<file path="config.mk">
export PLATFORM = sky130hd
export DESIGN_NAME = bvsel_top
export DESIGN_NICKNAME = d
export VERILOG_FILES = /design/src/logic/bvsel_top.v
export VERILOG_INCLUDE_DIRS = /design/src /design/src/common
export SDC_FILE = /design/constraint.sdc
export NUM_CORES = 1
export LEC_CHECK = 0
export BUFFER_PORTS_ARGS = -buffer_cell sky130_fd_sc_hd__buf_4
export CORE_MARGIN = 8
export CORE_UTILIZATION = 25
export CTS_BUF_LIST = sky130_fd_sc_hd__clkbuf_16
export DETAILED_ROUTE_END_ITERATION = 16
export PLACE_DENSITY_LB_ADDON = 0.08
export SYNTH_ARGS = -nofsm -noshare
export SYNTH_HDL_FRONTEND = slang
export SYNTH_SLANG_ARGS = --single-unit
</file>
<file path="constraint.sdc">
create_clock -name sys_clk -period 2.58 [get_ports sys_clk]
set_clock_uncertainty 0.1 [all_clocks]
set_input_delay 0.258 -clock sys_clk [delete_from_list [all_inputs] [get_ports sys_clk]]
set_output_delay 0.258 -clock sys_clk [all_outputs]
set_load 0.005 [all_outputs]
</file>
<file path="src/common/bvsel_map.vh">
`ifndef BVSEL_MAP_VH
`define BVSEL_MAP_VH
// =============================================
// Flash geometry
`define BVSEL_ADDR_W 16
`define BVSEL_FLASH_TOP 16'h3fff
`define BVSEL_PAGE_SIZE 16'h0200
`define BVSEL_LOCK_ADDR 16'h3fff
`define BVSEL_SIG_ADDR 16'h3ffe
// =============================================
// Signature and vectors
`define BVSEL_SIG_PRESENT 8'ha5
`define BVSEL_RESET_VEC 16'h0000
`define BVSEL_BOOT_VEC 16'h3e00
// =============================================
// Flash read latency in cycles
`define BVSEL_RD_LAT 2'h1
// =============================================
// Reset values
`define BVSEL_CNT_RST 2'h0
`define BVSEL_RD_RST 1'h0
`define BVSEL_ADDR_RST 16'h0000
`define BVSEL_HOLD_RST 1'h1
`define BVSEL_VEC_RST 16'h0000
`define BVSEL_PRES_RST 1'h0
`endif

</file>
<file path="src/logic/bvsel_top.v">
// Summary of operation
// RULE1: The loader is kept in the last flash page and may be erased.
// RULE2: The signature is the flash byte just below the lock byte.
// RULE3: A signature of 0xa5 means a bootloader is present.
// RULE4: Any other signature value means no bootloader is present.
// RULE5: With a loader present, fetch starts at its vector after any reset.
// RULE6: The loader later stays or jumps to 0x0000; the start stays fixed.
// RULE7: With no loader, fetch starts at 0x0000 after every reset.
// RULE8: The core is held until the signature is read and the vector set.
`timescale 1ns/1ps
`include "bvsel_map.vh"

module bvsel_top (
   input wire sys_clk,
   input wire sys_rst,
   input wire [7:0] flash_rdata,
   output reg flash_rd,
   output reg [15:0] flash_addr,
   output reg core_hold,
   output reg [15:0] start_vec,
   output reg boot_present
);

   // =============================================
   // Sequencer states
   // One request, a fixed wait, then parked until the next reset
   localparam ST_REQ = 2'h0;
   localparam ST_WAIT = 2'h1;
   localparam ST_DONE = 2'h2;

   // =============================================
   // State and next values
   reg [1:0] state;
   reg [1:0] next_state;
   reg [1:0] lat_cnt;
   reg [1:0] next_lat_cnt;
   reg next_flash_rd;
   reg [15:0] next_flash_addr;
   reg next_core_hold;
   reg [15:0] next_start_vec;
   reg next_boot_present;
   wire sample_now;

   // =============================================
   // Decoders
   // Presence test on the fetched signature byte
   function sig_ok;
      input [7:0] b;
      begin
         sig_ok = (b == `BVSEL_SIG_PRESENT); // RULE3 RULE4
      end
   endfunction

   // Start vector for a presence verdict
   function [15:0] vec_for;
      input present;
      begin
         if (present) begin
            vec_for = `BVSEL_BOOT_VEC; // RULE1 RULE5
         end else begin
            vec_for = `BVSEL_RESET_VEC; // RULE7
         end
      end
   endfunction

   // High in the one cycle where the flash data is valid
   // Latency is fixed, so a counter is cheaper than a ready line from flash
   function read_due;
      input [1:0] st;
      input [1:0] cnt;
      begin
         read_due = (st == ST_WAIT) && (cnt == `BVSEL_RD_LAT);
      end
   endfunction

   assign sample_now = read_due(state, lat_cnt);

   // =============================================
   // Sequencer
   always @* begin
      next_state = state;
      case (state)
         ST_REQ: begin
            next_state = ST_WAIT;
         end
         ST_WAIT: begin
            if (sample_now) begin
               next_state = ST_DONE;
            end
         end
         ST_DONE: begin
            // Later jumps are the loader's own business
            next_state = ST_DONE; // RULE6
         end
         // Unused code falls back to a fresh read
         default: begin
            next_state = ST_REQ;
         end
      endcase
   end

   // Wait cycles of the flash read
   // Counting one past the sample point is harmless: the state moves on
   always @* begin
      next_lat_cnt = lat_cnt;
      case (state)
         ST_REQ: begin
            next_lat_cnt = `BVSEL_CNT_RST;
         end
         ST_WAIT: begin
            next_lat_cnt = lat_cnt + 2'h1;
         end
         default: begin
            next_lat_cnt = lat_cnt;
         end
      endcase
   end

   // =============================================
   // Flash request
   // Address parks on the signature byte, so nothing else is ever read
   always @* begin
      next_flash_rd = 1'h0;
      next_flash_addr = flash_addr;
      case (state)
         ST_REQ: begin
            next_flash_rd = 1'h1;
            next_flash_addr = `BVSEL_SIG_ADDR; // RULE2
         end
         default: begin
            next_flash_rd = 1'h0;
         end
      endcase
   end

   // =============================================
   // Start decision
   // Hold drops on the edge the vector lands, so the core never fetches
   // from a stale vector
   always @* begin
      next_core_hold = core_hold;
      next_start_vec = start_vec; // RULE6
      next_boot_present = boot_present;
      if (sample_now) begin
         // Erased page reads 0xff, which lands here as no loader
         next_boot_present = sig_ok(flash_rdata); // RULE3 RULE4
         next_start_vec = vec_for(sig_ok(flash_rdata)); // RULE5 RULE7
         next_core_hold = 1'h0; // RULE8
      end
   end

   // =============================================
   // Sequencer registers
   // Every reset source funnels into sys_rst, so the choice is redone
   // each time
   // State
   always @(posedge sys_clk or posedge sys_rst) begin
      if (sys_rst) begin
         state <= ST_REQ;
      end else begin
         state <= next_state;
      end
   end

   // Wait count
   always @(posedge sys_clk or posedge sys_rst) begin
      if (sys_rst) begin
         lat_cnt <= `BVSEL_CNT_RST;
      end else begin
         lat_cnt <= next_lat_cnt;
      end
   end

   // =============================================
   // Flash request registers
   // Read strobe, high for one cycle only
   always @(posedge sys_clk or posedge sys_rst) begin
      if (sys_rst) begin
         flash_rd <= `BVSEL_RD_RST;
      end else begin
         flash_rd <= next_flash_rd;
      end
   end

   // Read address
   always @(posedge sys_clk or posedge sys_rst) begin
      if (sys_rst) begin
         flash_addr <= `BVSEL_ADDR_RST;
      end else begin
         flash_addr <= next_flash_addr;
      end
   end

   // =============================================
   // Result registers
   // Core hold, up through the whole of reset
   always @(posedge sys_clk or posedge sys_rst) begin
      if (sys_rst) begin
         core_hold <= `BVSEL_HOLD_RST; // RULE8
      end else begin
         core_hold <= next_core_hold;
      end
   end

   // Chosen start vector
   always @(posedge sys_clk or posedge sys_rst) begin
      if (sys_rst) begin
         start_vec <= `BVSEL_VEC_RST;
      end else begin
         start_vec <= next_start_vec;
      end
   end

   // Presence flag
   always @(posedge sys_clk or posedge sys_rst) begin
      if (sys_rst) begin
         boot_present <= `BVSEL_PRES_RST;
      end else begin
         boot_present <= next_boot_present;
      end
   end

endmodule // bvsel_top

</file>
==> summary.md, run 1 <==
| Metric | Value |
|---|---|
| CP delay by family, top | `flip-flops` |
| Final ANT Viol Nets | `0` |
| Clk sink count | `8` |
| Yosys warns | `0` |
| Via count | `381` |
| Post-DP HPWL | `1089 um` |
| DRT iter0 DRCs | `5` |
| Worst path cell trace | `buf_4` |
| Yosys top cell by area | `buf_4` |
| Power per cell area | `508.8 nW/um2` |
| Sequential share of the synthesized area | `31.82%` |
| Initial antenna violation count | `0` |
| Post-route design area | `800.8 um2` |
| Critical Path AT | `0.97 ns` |
| Min Tclk post-route | `1.329 ns` |
| Vias in the first global route | `411` |
| Area delta synth->final | `26.48%` |
| Seq cells post-synth | `8` |
| Port buffer count | `30` |
| First-pass DRT Iterations | `2` |
| Worst skew pair latency | `0.23 ns` |
| Area contributors post-synth | `buf_4, dfrtp_1, ha_1` |
| Slew Limit Fails | `0` |
| Fmax | `752.5 MHz` |
| Final Power | `407.4 uW` |
| GRT Resource Usage Total | `6.000%` |
| Ports | `45` |
| Share of layout cells above drive strength 1 | `53.85%` |
| TritonCTS clock tree | `done` |
| Startpoint types | `flop` |
| RD Place Congestion | `0.6897` |
| Crit path buffers/inverters | `1` |
| Leakage | `0.4417 nW` |
| Core ar. | `2432 um2` |
| Area fraction of the dominant cell type after synthesis | `36.76%` |
| Crit path kind | `reg -> out` |
| Cells after Synth | `61` |
| Gr ovfl total | `0` |
| Hold Crit Class | `reg -> reg` |
| Clk buf depth | `2` |
| VDD IR max | `319.5 uV` |
| Library cells used by synthesis | `16` |
| Post-Syn Area | `633.1 um2` |
| Final Hold Violating Endpoints | `0` |
| First-pass GRT wire length | `2028 um` |
| Nets@finish | `93` |
| Clock slew at reported path FFs | `0.04 ns` |
| # setup viols final | `0` |
| Setup TNS | `0 ns` |
| Worst path required time | `2.22 ns` |
| DP Cell Count | `103` |
| Initial Utilization | `26.03%` |
| Antenna Diode Count | `0` |
| RSZ-0062 raised after global routing | `no` |
| DR DRC count | `0` |
| Crit path max fanout | `14` |
| H-Tree Depth | `1` |
| Wire per inst | `11.59 um` |
| Postcts setup bufs | `0` |
| Largest net degree at the start of global routing | `15` |
| # rows | `18` |
| Inserted Clock Buffers | `3` |
| Outcome | `finished clean` |
| Hold WS | `0.3797 ns` |
| Die area | `4399 um2` |
| Max-Cap Viols | `0` |
| Root Buffer | `clkbuf_16` |
| Dpl cell area | `711.9 um2` |
| Avg Inst Size Synth | `10.38 um2` |
| Total wire length | `1252 um` |
| Endpoint class of the critical path | `output pin` |
| Chip width | `66.33 um` |
| Drt via density | `3.528` |
| CP max stage delay | `0.55 ns` |
| Worst path slowest cell | `dfrtp_1` |
| Chip height | `66.33 um` |
| Final Cycle Share | `51.51%` |
| Post-Layout Cell Count | `108` |
stage by stage:
step                      utilization [%]  setup slack, ns
final                               32.92            1.251
after global routing                32.92            1.150
after CTS                           32.92            1.236
after detailed placement            29.27            1.249
after global placement              29.27            1.253
after floorplan                         -            1.338
cell families (layout without fill, tap and decap cells):
group / Yosys count / in the layout / share of synthesized area, %
buffers and inverters: 35 / 39 / 39.13
flip-flops: 8 / 8 / 31.82
AND/OR/NAND/NOR: 6 / 6 / 8.695
adder cells (fa/ha/maj): 4 / 4 / 7.905
AO/OA/AOI/OAI: 4 / 4 / 5.336
multiplexers: 3 / 3 / 6.522
other: 1 / 14 / 0.5923
per-layer routing:
layer	wire [um]	global-route usage, %	up-vias
met5	0	0	-
li1	-	-	184
met2	608	9.891	26
met3	236	4.068	0
met4	0	2.400	0
met1	408	5.750	171
Yosys cell counts:
cell type / number
nand2b_4: 1
inv_1: 4
nor2_1: 1
conb_1: 1
nand2b_1: 1
o31ai_1: 1
mux2_2: 1
dfrtp_1: 7
ha_1: 4
and4bb_2: 2
mux2_4: 2
dfstp_2: 1
or2_2: 1
a21boi_0: 2
buf_4: 31
a41o_2: 1
cell usage in the layout, fill, tap and decap left out, types with 2 or more instances in the layout:
master	Yosys	layout
a21boi_0	2	2
and4bb_2	2	2
buf_4	31	30
clkbuf_16	0	3
conb_1	1	14
dfrtp_1	7	7
ha_1	4	4
inv_1	4	5
mux2_4	2	2
flip-flops by register name, indices dropped and copies added (netlist names):
register	cells
state	2
core_hold	1
flash_rd	1
flash_addr	1
lat_cnt	2
start_vec	1
layout make-up:
class,instances,area (um2)
Inverter,4,15.01
Multi-Input combinational cell,31,232.7
Clock inverter,1,3.754
Timing Repair Buffer,31,235.2
Tap cell,30,37.54
Sequential cell,8,201.4
Clock buffer,3,75.07
Fill cell,255,1632
what timing repair did:
item                                   CTS  global route
gates resized for setup                  0             0
hold buffers                             1             0
endpoints found under the hold margin    7             0
where the power goes:
group	switching [mW]	leakage [nW]	internal [mW]
sequential	0.0000948	0.0924	0.126
clock	0.0584	0.0423	0.202
combinational	0.00990	0.307	0.0112
total	0.0684	0.442	0.339
final timing paths:
check | start | to | slack [ns] | depth (start not counted)
max in group asynchronous | sys_rst | core_hold$_DFFE_PP1P_ | 1.64 | 3
hold reg to reg | core_hold$_DFFE_PP1P_ | core_hold$_DFFE_PP1P_ | 0.38 | 1
setup / recovery | flash_addr[1]$_DFFE_PP0P_ | flash_addr[6] | 1.25 | 1
hold / removal | core_hold$_DFFE_PP1P_ | core_hold$_DFFE_PP1P_ | 0.38 | 1
min in group asynchronous | sys_rst | flash_addr[1]$_DFFE_PP0P_ | 0.45 | 3
setup reg to reg | state[1]$_DFFE_PP0P_ | state[0]$_DFFE_PP0P_ | 1.25 | 4
No activity file was read; power rests on OpenSTA's default activity.
==> run 2, diff against run 1 <==
ABC_AREA = 1   (was default)
clock period = 1.4 ns   (was 2.58 ns; I/O delays follow)
==> run 2 against run 1 <==
  * Power up 83%
  * Wire length fell by 12%
  * Cell count increased by 12%
  * Via count increased by 6.6%
  * Utilization decreased by 0.52 points
  * Worst hold slack got worse by 0.31 ns
  * Non-clock buffer count did not move
  * Sequential cell count unchanged
  * Global-route usage down 1.1 points
  * Sequential power up 85%
  * Worst setup slack lost 1.1 ns
==> summary.md, run 2 <==
| Metric | Value |
|---|---|
| Yosys warns | `0` |
| Commonest non-fill, non-tap cells in the layout | `buf_4, conb_1, nand2_1` |
| Nets@finish | `106` |
| Seq cells post-synth | `8` |
| Setup TNS | `0 ns` |
| Top cells by count, synth | `buf_4, nand2_1, inv_1` |
| Inserted Clock Buffers | `3` |
| Top FF cell, synth | `dfrtp_1` |
| DR DRC count | `0` |
| Crit path kind | `reg -> out` |
| Top-count cell post-synth | `buf_4` |
| Clock slew at reported path FFs | `0.03 ns` |
| Post-route design area | `780.7 um2` |
| Hold Path Cell Cnt | `4` |
| CP max stage delay | `0.55 ns` |
| Ports | `45` |
| Endpoint class of the critical path | `output pin` |
| Total wire length | `1097 um` |
| Chip width | `65.52 um` |
| Die area | `4293 um2` |
| Area fraction of the dominant cell type after synthesis | `37.96%` |
| Core ar. | `2410 um2` |
| Sequential share of the synthesized area | `32.86%` |
| First-pass DRT Iterations | `3` |
| GRT Resource Usage Total | `4.923%` |
| Area contributors post-synth | `buf_4, dfrtp_1, ha_1` |
| Max-Cap Viols | `0` |
| Cts hold-fix bufs | `1` |
| # rows | `18` |
| Worst reg2reg path depth | `3` |
| Hold Crit Class | `in -> reg` |
| R2R Path Start | `state[0]$_DFFE_PP0P_` |
| Chip height | `65.52 um` |
| Antenna Diode Count | `0` |
| Largest net degree at the start of global routing | `15` |
| Initial Utilization | `25.44%` |
| HP Start | `flash_rdata[3]` |
| Yosys top cell by area | `buf_4` |
| Fmax | `832.8 MHz` |
| Clk sink count | `8` |
| Worst path slowest cell | `dfrtp_1` |
| Via count | `406` |
| RSZ-0062 raised after global routing | `no` |
| Crit path max fanout | `14` |
| Library cells used by synthesis | `12` |
| Final Power | `746.1 uW` |
| WHS Endpoint | `start_vec[12]$_DFFE_PP0P_` |
| Worst path cell trace | `buf_4` |
| Power per cell area | `955.7 nW/um2` |
| Outcome | `finished clean` |
| Worst path required time | `1.16 ns` |
| Critical Path AT | `0.96 ns` |
| Startpoint types | `flop` |
| Avg Inst Size Synth | `8.285 um2` |
| Capturing point of the worst reg2reg path | `flash_addr[1]$_DFFE_PP0P_` |
| Crit path buffers/inverters | `1` |
| Wire per inst | `9.066 um` |
| Final Hold Violating Endpoints | `0` |
| Area delta synth->final | `27.35%` |
| Root Buffer | `clkbuf_16` |
| CP delay by family, top | `flip-flops` |
| Slew Limit Fails | `0` |
| Worst skew pair latency | `0.23 ns` |
| Share of layout cells above drive strength 1 | `39.56%` |
| Cells after Synth | `74` |
| Vias in the first global route | `374` |
| First-pass GRT wire length | `1656 um` |
| Hold WS | `0.06938 ns` |
| Final Cycle Share | `85.77%` |
| CP Depth | `1` |
| Post-synth EDFFs | `0` |
| Synth async-reset ratio | `100.0%` |
| Largest regs | `lat_cnt (2), state (2)` |
| Dpl cell area | `691.9 um2` |
| Post-CTS Resized | `0` |
| TritonCTS clock tree | `done` |
| Leakage | `0.4499 nW` |
| Gr ovfl total | `0` |
| Post-Syn Area | `613.1 um2` |
| RD Place Congestion | `0.6475` |
| Final ANT Viol Nets | `0` |
| Post-DP HPWL | `958.3 um` |
| Min Tclk post-route | `1.201 ns` |
| Port buffer count | `30` |
| VDD IR max | `1085 uV` |
| H-Tree Depth | `1` |
| Postcts setup bufs | `0` |
| Initial antenna violation count | `0` |
| Clk buf depth | `2` |
| Commonest non-fill, non-tap cell in the layout | `buf_4` |
| DRT iter0 DRCs | `11` |
| # setup viols final | `0` |
| Drt via density | `3.355` |
| Reg2reg setup slack | `0.25 ns` |
[run 2: cell types whose count changed after synthesis, sizes merged, moves of 2 or more]
cell    previous run  this run
a21boi             2         0
nand2b             2         0
nor2               1         4
mux2               3         0
inv                4         8
nand2              0        11
o21ai              0         4
and4bb             2         0
[run 2: metrics by stage]
stage	setup WS [ns]	cells	util (%)
final	0.1992	121	32.40
after global routing	0.1109	121	32.40
after CTS	0.1759	121	32.40
after detailed placement	0.2554	116	28.71
after global placement	0.2554	116	28.71
after floorplan	0.2972	87	-
[run 2: metal layers]
layer,part of all wire [%],wire length (um),GRT usage [%],vias up
li1,-,-,-,212
met1,36,393,4.921,169
met2,46,503,7.503,23
met3,17,187,4.082,2
met4,1.1,12,1.635,0
met5,0,0,0,-
[run 2: tightest hold or removal path, stage by stage]
cell     delay, ns
buf_4         0.07
nor2_1        0.03
nand3_1       0.07
nand2_1       0.04
[run 2: cell families after synthesis]
family	Yosys count	synth area share [%]
flops	8	32.86
compound gates	4	3.265
simple gates	18	12.24
fa+ha+maj	4	8.164
buf+inv	39	42.86
other cells	1	0.6117
[run 2: worst max-delay path by stage]
stage / from / endpoint / slack (ns)
finish: flash_addr[1]$_DFFE_PP0P_ / flash_addr[8] / 0.20
global route: state[1]$_DFFE_PP0P_ / start_vec[12]$_DFFE_PP0P_ / 0.11
CTS: flash_addr[1]$_DFFE_PP0P_ / flash_addr[7] / 0.18
detailed placement: state[0]$_DFFE_PP0P_ / flash_addr[1]$_DFFE_PP0P_ / 0.26
global placement: state[1]$_DFFE_PP0P_ / state[0]$_DFFE_PP0P_ / 0.26
floorplan: state[0]$_DFFE_PP0P_ / flash_addr[1]$_DFFE_PP0P_ / 0.30
[run 2: layout make-up]
class | count | area (um2)
sequential | 8 | 201.4
clock inverter | 1 | 3.754
clock buffer | 3 | 75.07
multi-input combinational | 40 | 197.7
fill | 254 | 1629
timing repair buffer | 31 | 235.2
inverter | 8 | 30.03
tap | 30 | 37.54
[run 2: power breakdown]
| group | leakage, nW | switching, mW | internal [mW] |
|---|---|---|---|
| logic | 0.315 | 0.0200 | 0.0201 |
| registers | 0.0924 | 0.000149 | 0.233 |
| clock network | 0.0423 | 0.102 | 0.371 |
